### config.mk
export PLATFORM = sky130hd
export DESIGN_NAME = phc_top
export DESIGN_NICKNAME = d
export VERILOG_FILES = /design/src/logic/phc_pkg.sv /design/src/logic/phc_top.sv /design/src/logic/phc_pd_loop.sv
export SDC_FILE = /design/constraint.sdc
export NUM_CORES = 2
export LEC_CHECK = 0
export ABC_CLOCK_PERIOD_IN_PS = 27700
export BUFFER_PORTS_ARGS = -buffer_cell sky130_fd_sc_hd__buf_2
export CORE_MARGIN = 8
export CORE_UTILIZATION = 35
export CTS_BUF_LIST = sky130_fd_sc_hd__clkbuf_16
export CTS_CLUSTER_SIZE = 40
export DETAILED_ROUTE_END_ITERATION = 6
export HOLD_SLACK_MARGIN = 0.02
export PLACE_DENSITY = 0.57
export SLEW_MARGIN = 25
export SYNTH_ARGS = -nofsm -noshare
export SYNTH_HDL_FRONTEND = slang
export SYNTH_SLANG_ARGS = --single-unit
export TNS_END_PERCENT = 5
### constraint.sdc
create_clock -name mclk -period 27.7 [get_ports mclk]
set_input_delay 5.54 -clock mclk [delete_from_list [all_inputs] [get_ports mclk]]
set_output_delay 5.54 -clock mclk [all_outputs]
set_load 0.01 [all_outputs]
### src/logic/phc_pkg.sv
// Package of constants and types for the position hold controller.
package phc_pkg;

	// Register indices; byte address is four times the index.
	localparam logic [15:0] REG_ZERO_SPEED_LIMIT      = 16'h30F2;
	localparam logic [15:0] REG_ZERO_SPEED_QUALIFY    = 16'h30F3;
	localparam logic [15:0] REG_HOLD_SETTLING_TIME    = 16'h3783;
	localparam logic [15:0] REG_HOLD_ENTRY_RATE       = 16'h3786;
	localparam logic [15:0] REG_HOLD_DERIVATIVE_GAIN  = 16'h378C;
	localparam logic [15:0] REG_HOLD_PROPORTIONAL_GAIN = 16'h378D;
	localparam logic [15:0] REG_HOLD_FUNCTION_ENABLE  = 16'h3793;
	localparam logic [15:0] REG_HOLD_ENGAGED_STATE    = 16'h3794;
	localparam logic [15:0] REG_HOLD_TIMEOUT_TIME     = 16'h3795;
	localparam logic [15:0] REG_BRAKE_TYPE_SELECT     = 16'h37A0;
	localparam logic [15:0] REG_PARAM_FAULT           = 16'h37A1;

	// Reset values in raw units.
	localparam logic [15:0] RST_ZERO_SPEED_LIMIT = 16'h001E;
	localparam logic [15:0] RST_QUALIFY_TIME     = 16'h0004;
	localparam logic [15:0] RST_SETTLING_TIME    = 16'h005E;
	localparam logic [15:0] RST_ENTRY_RATE       = 16'h01F4;
	localparam logic [15:0] RST_DERIVATIVE_GAIN  = 16'h04CD;
	localparam logic [15:0] RST_PROPORTIONAL_GAIN = 16'h00CD;
	localparam logic [15:0] RST_TIMEOUT_TIME     = 16'h0000;

	// Legal raw ranges.
	localparam logic [15:0] MIN_ZERO_SPEED_LIMIT = 16'h0005;
	localparam logic [15:0] MAX_ZERO_SPEED_LIMIT = 16'h012C;
	localparam logic [15:0] MAX_QUALIFY_TIME     = 16'h003C;
	localparam logic [15:0] MAX_SETTLING_TIME    = 16'h009C;
	localparam logic [15:0] MIN_ENTRY_RATE       = 16'h0032;
	localparam logic [15:0] MAX_ENTRY_RATE       = 16'h03E8;
	localparam logic [15:0] MAX_DERIVATIVE_GAIN  = 16'h2000;
	localparam logic [15:0] MIN_PROPORTIONAL_GAIN = 16'h0029;
	localparam logic [15:0] MAX_PROPORTIONAL_GAIN = 16'h0800;
	localparam logic [15:0] MAX_TIMEOUT_TIME     = 16'h0271;

	localparam logic [15:0] BRAKE_TYPE_HOLD = 16'h0002;
	localparam logic [15:0] ENGAGED_ON      = 16'h0001;
	localparam logic [15:0] ENGAGED_OFF     = 16'h0000;

	// The qualify time counts in control ticks of 8 ms.
	localparam int TICK_MS = 8;
	localparam int CLK_HZ  = 20000000;
	localparam int TICK_CYCLES = CLK_HZ / 1000 * TICK_MS;
	localparam int GAIN_SHIFT  = 11;
	// Settling and timeout count in 32 ms units of four ticks, so that
	// their raw ranges reach 5 s and 20 s.
	localparam int LONG_TIME_SHIFT = 2;

	// Register bus request.
	typedef struct packed {
		logic [15:0] addr;
		logic [15:0] wdata;
		logic        wr;
		logic        rd;
	} phc_bus_req_t;

	// Motion inputs sampled each tick.
	typedef struct packed {
		logic signed [15:0] speed;
		logic signed [15:0] ramp_speed;
		logic signed [15:0] position;
		logic               throttle;
		logic               interlock;
	} phc_motion_t;

	typedef enum logic [4:0] {
		ST_DRIVE  = 5'h01,
		ST_ENTRY  = 5'h02,
		ST_HOLD   = 5'h04,
		ST_BRAKE  = 5'h08,
		ST_RESTR  = 5'h10
	} phc_state_t;

endpackage

### src/logic/phc_top.sv
// Position hold supervisor with register file and hold state machine.
// Function
// [RL1] Enter hold at zero throttle after stop when enable set.
// [RL2] Brake type two also enables position hold.
// [RL3] Read-only engaged state reads one when holding, else zero.
// [RL4] Proportional gain, raw 41 to 2048, default ten percent.
// [RL5] Derivative gain, raw 0 to 8192, default fifteen percent.
// [RL6] Zero speed threshold 5 to 300 rpm, default 30.
// [RL7] Zero speed declared after qualify time below threshold.
// [RL8] Direction reversal through zero enters hold at once.
// [RL9] Other stops ramp to zero at entry rate, then hold.
// [RL10] Settling time in hold before brake set command.
// [RL11] Timeout plus settling time releases hold into restraint.
// [RL12] Timeout of zero disables release; hold stays engaged.
// [RL13] Interlock activation restarts the timeout timer.
// [RL14] Nonzero throttle leaves hold and clears engaged state.
//
// Chosen here: the strobed register port.
`timescale 1ns/1ps
module phc_top
	import phc_pkg::*;
#(
	parameter int TICK_LEN = TICK_CYCLES
)
(
	// Clock, reset and enable.
	input  wire logic               mclk,
	input  wire logic               reset_n,
	input  wire logic               clk_en,
	// Register port.
	input  wire logic        [15:0] reg_addr,
	input  wire logic        [15:0] reg_wdata,
	input  wire logic               reg_wr,
	input  wire logic               reg_rd,
	output logic             [15:0] reg_rdata,
	// Motion feedback from same-clock logic.
	input  wire logic signed [15:0] motor_speed,
	input  wire logic signed [15:0] ramp_speed,
	input  wire logic signed [15:0] rotor_position,
	input  wire logic               throttle_active,
	// Interlock switch pin.
	input  wire logic               interlock_pin,
	// Outputs to motor control.
	output logic                    hold_engaged,
	output logic                    brake_set,
	output logic                    restraint_mode,
	output logic signed [15:0]      speed_request,
	output logic signed [15:0]      hold_torque
);

	logic [15:0] zero_speed_limit;
	logic [15:0] zero_speed_qualify_time;
	logic [15:0] hold_settling_time;
	logic [15:0] hold_entry_rate;
	logic [15:0] hold_derivative_gain;
	logic [15:0] hold_proportional_gain;
	logic [15:0] hold_function_enable;
	logic [15:0] hold_timeout_time;
	logic [15:0] brake_type_select;
	logic [15:0] parameter_change_fault;

	phc_state_t state;
	logic [31:0] tick_cnt;
	logic        tick;
	logic        il_s1;
	logic        il_s2;
	logic        il_d;
	logic        il_rise;
	logic [15:0] below_cnt;
	logic        zero_speed;
	logic        last_dir;
	logic        reversal;
	logic [15:0] hold_cnt;
	logic [15:0] timeout_cnt;
	logic        hold_allowed;
	logic        run_loop;
	logic [15:0] abs_speed;

	function automatic logic [15:0] abs16(input logic signed [15:0] v);
		abs16 = v[15] ? 16'(-v) : 16'(v);
	endfunction
	function automatic logic in_range(input logic [15:0] v,
		input logic [15:0] lo, input logic [15:0] hi);
		in_range = (v >= lo) && (v <= hi);
	endfunction
	function automatic logic [17:0] long_ticks(input logic [15:0] v);
		long_ticks = 18'(v) << LONG_TIME_SHIFT;
	endfunction

	// Control tick divider; all times count in ticks.
	always_ff @(posedge mclk or negedge reset_n) begin
		if (!reset_n) begin
			tick_cnt <= 32'h0;
			tick     <= 1'b0;
		end else if (clk_en) begin
			if (tick_cnt >= 32'(TICK_LEN - 1)) begin
				tick_cnt <= 32'h0;
				tick     <= 1'b1;
			end else begin
				tick_cnt <= tick_cnt + 32'h1;
				tick     <= 1'b0;
			end
		end
	end

	// The interlock is a pin, so it is synchronised before use.
	always_ff @(posedge mclk or negedge reset_n) begin
		if (!reset_n) begin
			il_s1 <= 1'b0;
			il_s2 <= 1'b0;
			il_d  <= 1'b0;
		end else if (clk_en) begin
			il_s1 <= interlock_pin;
			il_s2 <= il_s1;
			il_d  <= il_s2;
		end
	end
	assign il_rise = il_s2 && !il_d;

	// Out-of-range writes are refused and flag a parameter change fault.
	always_ff @(posedge mclk or negedge reset_n) begin
		if (!reset_n) begin
			zero_speed_limit        <= RST_ZERO_SPEED_LIMIT;
			zero_speed_qualify_time <= RST_QUALIFY_TIME;
			hold_settling_time      <= RST_SETTLING_TIME;
			hold_entry_rate         <= RST_ENTRY_RATE;
			hold_derivative_gain    <= RST_DERIVATIVE_GAIN;
			hold_proportional_gain  <= RST_PROPORTIONAL_GAIN;
			hold_function_enable    <= 16'h0000; // see [RL1]
			hold_timeout_time       <= RST_TIMEOUT_TIME;
			brake_type_select       <= 16'h0000;
			parameter_change_fault  <= 16'h0000;
		end else if (clk_en && reg_wr) begin
			unique case (reg_addr)
			REG_ZERO_SPEED_LIMIT: begin
				if (in_range(reg_wdata, MIN_ZERO_SPEED_LIMIT,
					MAX_ZERO_SPEED_LIMIT))
					zero_speed_limit <= reg_wdata; // see [RL6]
				else
					parameter_change_fault <= 16'h0001;
			end
			REG_ZERO_SPEED_QUALIFY: begin
				if (reg_wdata <= MAX_QUALIFY_TIME)
					zero_speed_qualify_time <= reg_wdata; // see [RL7]
				else
					parameter_change_fault <= 16'h0001;
			end
			REG_HOLD_SETTLING_TIME: begin
				if (reg_wdata <= MAX_SETTLING_TIME)
					hold_settling_time <= reg_wdata; // see [RL10]
				else
					parameter_change_fault <= 16'h0001;
			end
			REG_HOLD_ENTRY_RATE: begin
				if (in_range(reg_wdata, MIN_ENTRY_RATE, MAX_ENTRY_RATE))
					hold_entry_rate <= reg_wdata; // see [RL9]
				else
					parameter_change_fault <= 16'h0001;
			end
			REG_HOLD_DERIVATIVE_GAIN: begin
				if (reg_wdata <= MAX_DERIVATIVE_GAIN)
					hold_derivative_gain <= reg_wdata; // see [RL5]
				else
					parameter_change_fault <= 16'h0001;
			end
			REG_HOLD_PROPORTIONAL_GAIN: begin
				if (in_range(reg_wdata, MIN_PROPORTIONAL_GAIN,
					MAX_PROPORTIONAL_GAIN))
					hold_proportional_gain <= reg_wdata; // see [RL4]
				else
					parameter_change_fault <= 16'h0001;
			end
			REG_HOLD_FUNCTION_ENABLE: begin
				hold_function_enable <= {15'h0, reg_wdata[0]};
				parameter_change_fault <= 16'h0001;
			end
			REG_HOLD_TIMEOUT_TIME: begin
				if (reg_wdata <= MAX_TIMEOUT_TIME)
					hold_timeout_time <= reg_wdata; // see [RL11]
				else
					parameter_change_fault <= 16'h0001;
			end
			REG_BRAKE_TYPE_SELECT: brake_type_select <= reg_wdata;
			REG_PARAM_FAULT: parameter_change_fault <= 16'h0000;
			default: ;
			endcase
		end
	end

	// Read data appear in the cycle after the read strobe only.
	always_ff @(posedge mclk or negedge reset_n) begin
		if (!reset_n) begin
			reg_rdata <= 16'h0000;
		end else if (clk_en) begin
			reg_rdata <= 16'h0000;
			if (reg_rd) begin
				unique case (reg_addr)
				REG_ZERO_SPEED_LIMIT:       reg_rdata <= zero_speed_limit;
				REG_ZERO_SPEED_QUALIFY:     reg_rdata <= zero_speed_qualify_time;
				REG_HOLD_SETTLING_TIME:     reg_rdata <= hold_settling_time;
				REG_HOLD_ENTRY_RATE:        reg_rdata <= hold_entry_rate;
				REG_HOLD_DERIVATIVE_GAIN:   reg_rdata <= hold_derivative_gain;
				REG_HOLD_PROPORTIONAL_GAIN: reg_rdata <= hold_proportional_gain;
				REG_HOLD_FUNCTION_ENABLE:   reg_rdata <= hold_function_enable;
				REG_HOLD_ENGAGED_STATE:
					reg_rdata <= hold_engaged ? ENGAGED_ON : ENGAGED_OFF; // see [RL3]
				REG_HOLD_TIMEOUT_TIME:      reg_rdata <= hold_timeout_time;
				REG_BRAKE_TYPE_SELECT:      reg_rdata <= brake_type_select;
				REG_PARAM_FAULT:            reg_rdata <= parameter_change_fault;
				default:                    reg_rdata <= 16'h0000;
				endcase
			end
		end
	end

	assign abs_speed = abs16(motor_speed);
	assign hold_allowed = hold_function_enable[0]
		|| (brake_type_select == BRAKE_TYPE_HOLD); // see [RL1] [RL2]

	// Zero speed needs the speed held below threshold for the qualify time.
	always_ff @(posedge mclk or negedge reset_n) begin
		if (!reset_n) begin
			below_cnt  <= 16'h0;
			zero_speed <= 1'b0;
		end else if (clk_en) begin
			if (abs_speed >= zero_speed_limit) begin
				below_cnt  <= 16'h0;
				zero_speed <= 1'b0;
			end else if (tick) begin
				if (below_cnt >= zero_speed_qualify_time)
					zero_speed <= 1'b1; // see [RL6] [RL7]
				else
					below_cnt <= below_cnt + 16'h1;
			end
		end
	end

	// A sign change of speed while coasting marks a reversal stop.
	always_ff @(posedge mclk or negedge reset_n) begin
		if (!reset_n) begin
			last_dir <= 1'b0;
			reversal <= 1'b0;
		end else if (clk_en) begin
			if (motor_speed != 16'sh0000) begin
				last_dir <= motor_speed[15];
				if (motor_speed[15] != last_dir && !throttle_active)
					reversal <= 1'b1; // see [RL8]
			end
			if (state != ST_DRIVE || throttle_active)
				reversal <= 1'b0;
		end
	end

	// Hold state machine.
	always_ff @(posedge mclk or negedge reset_n) begin
		if (!reset_n) begin
			state          <= ST_DRIVE;
			hold_engaged   <= 1'b0;
			brake_set      <= 1'b0;
			restraint_mode <= 1'b0;
			speed_request  <= 16'sh0000;
			hold_cnt       <= 16'h0;
			timeout_cnt    <= 16'h0;
		end else if (clk_en) begin
			unique case (state)
			ST_DRIVE: begin
				speed_request <= ramp_speed;
				if (!throttle_active && hold_allowed) begin
					if (reversal && abs_speed < zero_speed_limit) begin
						state        <= ST_HOLD; // see [RL8]
						hold_engaged <= 1'b1;
					end else if (ramp_speed == 16'sh0000) begin
						state <= ST_ENTRY; // see [RL9]
					end
				end
			end
			ST_ENTRY: begin
				if (throttle_active) begin
					state <= ST_DRIVE;
				end else if (tick) begin
					// Step the request toward zero by the entry rate.
					if (abs16(speed_request) <= hold_entry_rate)
						speed_request <= 16'sh0000;
					else if (speed_request[15])
						speed_request <= speed_request + hold_entry_rate;
					else
						speed_request <= speed_request - hold_entry_rate;
				end
				if (!throttle_active && zero_speed
					&& speed_request == 16'sh0000) begin
					state        <= ST_HOLD; // see [RL1] [RL9]
					hold_engaged <= 1'b1;
				end
			end
			ST_HOLD, ST_BRAKE: begin
				speed_request <= 16'sh0000;
				if (tick && hold_cnt != 16'hFFFF)
					hold_cnt <= hold_cnt + 16'h1;
				if (il_rise)
					timeout_cnt <= 16'h0; // see [RL13]
				else if (tick && timeout_cnt != 16'hFFFF)
					timeout_cnt <= timeout_cnt + 16'h1;
				if (18'(hold_cnt) >= long_ticks(hold_settling_time)) begin
					state     <= ST_BRAKE;
					brake_set <= 1'b1; // see [RL10]
				end
				// Zero timeout never releases the hold.
				if (hold_timeout_time != 16'h0 && !il_rise
					&& 18'(timeout_cnt) >= long_ticks(hold_timeout_time)
					+ long_ticks(hold_settling_time)) begin
					state          <= ST_RESTR; // see [RL11] [RL12]
					hold_engaged   <= 1'b0;
					restraint_mode <= 1'b1;
				end
				if (throttle_active) begin
					state          <= ST_DRIVE; // see [RL14]
					hold_engaged   <= 1'b0;
					brake_set      <= 1'b0;
					restraint_mode <= 1'b0;
					hold_cnt       <= 16'h0;
					timeout_cnt    <= 16'h0;
				end
			end
			ST_RESTR: begin
				speed_request <= 16'sh0000;
				if (throttle_active) begin
					state          <= ST_DRIVE;
					brake_set      <= 1'b0;
					restraint_mode <= 1'b0;
					hold_cnt       <= 16'h0;
					timeout_cnt    <= 16'h0;
				end
			end
			default: state <= ST_DRIVE;
			endcase
		end
	end

	assign run_loop = hold_engaged;

	phc_pd_loop u_loop (
		.mclk     (mclk),
		.reset_n  (reset_n),
		.clk_en   (clk_en),
		.tick     (tick),
		.run      (run_loop),
		.kp       (hold_proportional_gain),
		.kd       (hold_derivative_gain),
		.position (rotor_position),
		.torque   (hold_torque)
	);

endmodule

### src/logic/phc_pd_loop.sv
// Proportional and derivative position regulator used while holding.
`timescale 1ns/1ps
module phc_pd_loop
	import phc_pkg::*;
(
	// Clock and control.
	input  wire logic               mclk,
	input  wire logic               reset_n,
	input  wire logic               clk_en,
	input  wire logic               tick,
	input  wire logic               run,
	// Gains and measurement.
	input  wire logic        [15:0] kp,
	input  wire logic        [15:0] kd,
	input  wire logic signed [15:0] position,
	// Torque command.
	output logic signed [15:0]      torque
);

	logic signed [15:0] anchor;
	logic signed [15:0] last_err;
	logic signed [15:0] err;
	logic signed [16:0] derr;
	logic signed [33:0] sum;

	function automatic logic signed [15:0] sat16(input logic signed [33:0] v);
		if (v > 34'sd32767)
			sat16 = 16'sh7FFF;
		else if (v < -34'sd32768)
			sat16 = 16'sh8000;
		else
			sat16 = v[15:0];
	endfunction

	assign err  = anchor - position;
	assign derr = 17'(err) - 17'(last_err);
	// Higher gains give a stiffer and more damped response.
	assign sum  = (34'(err) * $signed({1'b0, kp})
		+ 34'(derr) * $signed({1'b0, kd})) >>> GAIN_SHIFT;

	always_ff @(posedge mclk or negedge reset_n) begin
		if (!reset_n) begin
			anchor   <= 16'sh0000;
			last_err <= 16'sh0000;
			torque   <= 16'sh0000;
		end else if (clk_en) begin
			if (!run) begin
				// The position at entry becomes the hold target.
				anchor   <= position;
				last_err <= 16'sh0000;
				torque   <= 16'sh0000;
			end else if (tick) begin
				last_err <= err;
				torque   <= sat16(sum); // see [RL4] [RL5]
			end
		end
	end

endmodule

### After elaboration in Yosys (flattened, before gate mapping)

Cells that the tools add are included.
Widths: inputs -> output; s select.

| storage, ports and cells | value |
|---|---|
| bits in registers | 320 |
| output and inout bits | 51 |
| bits of input ports | 87 |
| logic and storage cells | 227 |

| cells by class | value |
|---|---|
| equal/unequal tests | 42 |
| bitwise logic cells | 1 |
| mux-type cells | 65 |
| $mul | 2 |
| add/sub/neg operators | 12 |
| magnitude comparators | 19 |
| reductions and logical operators | 56 |

Operator list:

| operator | number |
|---|---|
| $mux 16 | 29 |
| $eq 16x14->1 const B | 11 |
| $pmux 16 s11 | 1 |
| $pmux 16 s9 | 1 |
| $pmux 16 s2 | 2 |
| $add 16x1->16 const B | 3 |
| $pmux 16 s3 | 1 |
| $mux 5 | 8 |
| $ge 16x18->1 | 2 |
| $add 33x34->34 | 1 |
| $mul 17x17->34 | 1 |
| $mul 16x17->33 | 1 |
| $add 32x1->32 const B | 1 |
| $ge 16x16->1 | 2 |
| $ge 16x6->1 const B | 2 |
| $ge 32x18->1 const B | 1 |
| $le 16x10->1 const B | 2 |
| $logic_not 16->1 | 2 |
| $mux 32 | 1 |
| $ne 16x16->1 const B | 2 |
| $neg 16->16 | 2 |
| $reduce_bool 16->1 | 2 |
| $sub 16x16->16 | 2 |
| $reduce_and 3->1 | 10 |
| other kinds (42) | 107 |

### Logic depth before layout (Yosys ltp)

| logic depth | value |
|---|---|
| word-level depth | 9 |
| mapped depth | 49 |
| gate-level depth less buffers | 46 |

### By module

A second synthesis with hierarchy kept.

| second synthesis, totals | value |
|---|---|
| cells, all modules | 4348 |
| area, all modules | 39678.1 µm² |

Modules (own cells, without submodules):

| module | area each (µm²) | seq. area each (µm²) | cells each | times used |
|---|---|---|---|---|
| phc_pd_loop | 23502.5 | 1201.2 | 2622 | 1 |
| phc_top | 16175.5 | 6466.2 | 1726 | 1 |

### Worst setup path after synthesis

Ideal clock, no wire load.

| timing path | value |
|---|---|
| path type | input to register |
| start | input rotor_position[0] |
| end | register u_loop.torque[10] |
| path buffers | 3 |
| cell stages on the path | 45 |
| setup time | 121 ps |
| path slack | 10720 ps |
| required time | 27579 ps |
| arrival | 16860 ps |
| path through | ha_1 > fa_1 > nor2b_1 > o21ai_1 > a21boi_0 > o21ai_0 > a21boi_1 > o2111ai_1 > nand3b_1 > xor2_1 > clkbuf_1 > ha_1 > or3_1 > o21ai_0 > a21oi_1 > a41o_1 > o31ai_2 > clkbuf_1 > [9 not listed] > fa_1 > fa_1 > inv_1 > fa_1 > inv_1 > ha_1 > a31oi_1 > nor2_1 > a211oi_1 > o211ai_1 > a31oi_1 > o21bai_1 > a21o_1 > xor2_2 > o41a_1 > buf_2 > nor2_1 > o21ai_1 |

| between the ends | value |
|---|---|
| word-level cells in the longest chain between the ends | 9 |
| elaborated cells between the ends (all ways) | 11 |
| those cells by class | add/sub: 3; mul: 2; order compare: 2; mux: 4 |

Ends and longest elaborated chain:

| item | RTL line | text |
|---|---|---|
| from (decl) | phc_top.sv:39 | `input wire logic signed [15:0] rotor_position,` |
| $sub 16x16->16 (*) | phc_pd_loop.sv:35 | `assign err = anchor - position;` |
| $sub 16x16->17 | phc_pd_loop.sv:36 | `assign derr = 17'(err) - 17'(last_err);` |
| $mul 17x17->34 | phc_pd_loop.sv:39 | `+ 34'(derr) * $signed({1'b0, kd})) >>> GAIN_SHIFT;` |
| $add 33x34->34 (*) | phc_pd_loop.sv:39 |  |
| $lt 23x16->1 | phc_pd_loop.sv:29 | `else if (v < -34'sd32768)` |
| $mux 16 | phc_pd_loop.sv:29 |  |
| $mux 16 (*) | phc_pd_loop.sv:27 | `if (v > 34'sd32767)` |
| $mux 16 (*) | phc_pd_loop.sv:52 | `end else if (tick) begin` |
| $mux 16 (*) | phc_pd_loop.sv:47 | `if (!run) begin` |
| to (signal assigned) | phc_pd_loop.sv:54 | `torque <= sat16(sum);` |
| to (decl) | phc_pd_loop.sv:17 | `output logic signed [15:0] torque` |

Mark *: on every way between the ends. The rest lies on a longest branch, timed or not. The select of a mux whose other input is x is not followed.
A chain may end at the register's enable or synchronous reset.

### Worst setup path in the final report

| timing path | value |
|---|---|
| start | input rotor_position[0] |
| end | register u_loop.torque[1] |

The elaborated chain is that of the path after synthesis.

==> qor.txt <==
status: finished, violations left
violated checks: DRC
setup_tns: 0 ns
FF+latch count, synth: 305
fill count: 11000
Worst-Skew Late Latency: 0.62 ns
R2R setup slack: 15.17 ns
FF-to-FF path depth: 45
Final Util: 38.8%
cts repair resizes: 0
top_reg_cell synth: dfrtp_1
Slew headroom: 29.9%
Final Hold Fails: 0
share of the synthesized area in the top cell type: 28.3%
initial core utilization: 35.4%
number of flops mapped to enable cells by yosys: 0
min Tclk post-route: 17.22 ns
worst hold start: u_loop.last_err[15]$_DFFE_PN0P_
Post-CTS Setup Inserts: 0
Worst EP arrival: 17.68 ns
Vert. Die Dim: 348 microns
Chip Width: 348 microns
library cells used by synthesis: 87
Post-DRT Antenna Nets: 0
Yosys Warn Count: 0
H-tree depth: 2
Worst Setup Start Kind: input pin
Routability Congestion: 0.892
Post-Syn Instances: 4222
layout cells sized above 1: 9.41%
TritonCTS clock tree: yes
Clock transition at path regs: 0.06 ns
initial antenna violation count: 22
area taken by multi-input logic gates: 27300 sq um
Detailed Place HPWL: 88.6 mm
clock root buffer: clkbuf_16
# setup viols final: 0
most used cell, CP: fa_1
port buffer count: 137
area leader, netlist: fa_1
post-route cell area: 42300 sq um
FF-to-FF End: u_loop.torque[1]$_DFFE_PN0P_
post-synthesis async set-or-reset flop share: 100%
Max Cap Viol: 0
Power Density: 71.2 nW/um^2
Vias/cell: 5.07
die area: 121000 sq um
Slew @ Worst Pin: 1.05 ns
Crit. End Element: flip-flop
Num CTS Buffers: 40
Register Area: 7670 sq um
Rows: 121
drt initial violations: 1797
synthesis-to-layout area growth: 9.69%
routed vias: 29100
vias in the first global route: 30400
clock buffer depth: 3
Global Route Usage Sum: 18.3%
first-pass GRT wire length: 175 mm
fin crit share: 62.2%
drt total wl: 111 mm
Crit Reg-Reg Startpoint: u_loop.anchor[0]$_DFFE_PN0P_
Syn Area/Cell: 9.13 sq um
Ports: 138
Worst Path Required: 28.16 ns
Max Freq: 0.0581 GHz
Remaining DRCs: 2
Final Slew Violations: 0
Placed Area: 40900 sq um
CP max-delay cell: fa_1
Synth Net Count: 5189
cell area after synthesis: 38600 sq um
Min-Delay Endpoint: u_loop.last_err[15]$_DFFE_PN0P_
final net count: 5263
Leak: 21.8 nW
Worst Skew: 0.0382 ns
per-cell routed wire length: 19.3 microns
Core ar.: 109000 sq um
RSZ-0062 raised after global routing: false
synth top area cells: fa_1, dfrtp_1, ha_1
sequential fraction of the synthesis area: 19.9%
GRT overflow: 0
worst hold path type: flip-flop to flip-flop
largest fanout on the critical path: 26
Min Hold Slack: 0.475 ns
Post-CTS Hold Buffers: 0
Peak VDD IR: 0.0000928 V
crit-path max cell delay: 0.78 ns
hold depth: 2
largest net degree at the start of global routing: 74
DRT Pass-1 Iters: 7
Power, Total: 0.00301 W
clock sink count: 305
critical path class: input pin to flip-flop
[area by class of cell]
class	instances	share of cell area, %
antenna	10	0.0592
tap	1414	4.18
sequential	305	18.1
timing repair buffer	195	2.68
inverter	808	7.17
clock buffer	40	2.37
clock inverter	33	0.766
multi-input combinational	2946	64.6
[layer usage]
metal / wire (microns) / GRT usage [%]
met1: 48300 / 24.0
met2: 52500 / 30.8
met3: 6180 / 2.92
met4: 3740 / 5.98
met5: 80 / 0
[where the power goes]
group	total [W]	internal (W)	switching, W	leakage [nW]
sequential	0.000560	0.000503	0.0000564	3.87
clock	0.000529	0.000305	0.000224	0.685
combinational	0.00192	0.000628	0.00129	17.3
total	0.00301	0.00144	0.00157	21.8
[through the flow]
| step | std cells | setup WS [ns] |
|---|---|---|
| global placement | 5668 | 10.03 |
| finish | 5751 | 10.48 |
| floorplan | 4222 | 10.72 |
| detailed placement | 5668 | 9.85 |
| CTS | 5741 | 10.47 |
| global route | 5743 | 9.83 |
[worst max-delay path, delay by kind of cell]
kind	cells	cell delay, ns
AND/OR/NAND/NOR	5	1.29
buffers and inverters	8	0.92
adder cells (fa/ha/maj)	12	5.71
AO/OA/AOI/OAI	18	3.89
XOR/XNOR	2	0.32
[state kept, by name (all words and copies together), names as in the netlist, 5 cells and up]
| signal | cells |
|---|---|
| below_cnt | 16 |
| hold_timeout_time | 16 |
| hold_entry_rate | 16 |
| brake_type_select | 16 |
| u_loop.anchor | 16 |
| timeout_cnt | 16 |
| u_loop.last_err | 16 |
| reg_rdata | 16 |
| state | 5 |
| zero_speed_qualify_time | 16 |
| u_loop.torque | 16 |
| zero_speed_limit | 16 |
| hold_derivative_gain | 16 |
| hold_settling_time | 16 |
| tick_cnt | 32 |
| speed_request | 16 |
| hold_cnt | 16 |
| hold_proportional_gain | 16 |
[layout by cell type, fill, tap and decap left out, types with 26 or more instances in the layout]
cell type and n:
inv_1 818, fa_1 546, nand2_1 471, ha_1 334, dfrtp_1 276, and2_1 231
nor2_1 216, o21ai_0 144, buf_2 136, xnor2_1 112, a21oi_1 101, nor2b_1 83
mux2_2 65, buf_4 57, nand3_1 53, nor3_1 47, xor2_1 43, clkbuf_16 40
and3_1 35, nand4_1 34, a222oi_1 31, nand2b_1 30, a21o_1 28, dfstp_2 28
a31oi_1 27, nor4_1 26
[cell usage after synthesis (30+ instances only)]
cell type and count:
nor3_1 48, a222oi_1 31, fa_1 546, dfrtp_1 277, clkbuf_1 150, nand2_1 472
nand4_1 34, xor2_1 45, and2_1 231, nand2b_1 30, inv_1 808, xnor2_1 117
ha_1 334, nand3_1 53, nor2_1 216, mux2_2 65, o21ai_0 144, and3_1 35
nor2b_1 83, a21oi_1 102
[worst max-delay path by stage]
stage / from / end / slack, ns / depth (start not counted)
final: rotor_position[0] / u_loop.torque[1]$_DFFE_PN0P_ / 10.48 / 45
after global routing: rotor_position[0] / u_loop.torque[1]$_DFFE_PN0P_ / 9.83 / 45
after CTS: rotor_position[0] / u_loop.torque[1]$_DFFE_PN0P_ / 10.47 / 45
after detailed placement: rotor_position[0] / u_loop.torque[1]$_DFFE_PN0P_ / 9.85 / 45
after global placement: rotor_position[0] / u_loop.torque[1]$_DFFE_PN0P_ / 10.03 / 45
after floorplan: rotor_position[0] / u_loop.torque[10]$_DFFE_PN0P_ / 10.72 / 45
[cells by family after synthesis]
logic type | synth area share (%)
fa+ha+maj | 39.2
flops | 19.9
xor+xnor | 3.72
buf+inv | 9.49
mux | 2.08
compound gates | 9.05
simple gates | 16.6
(Power assumes the default switching activity.)
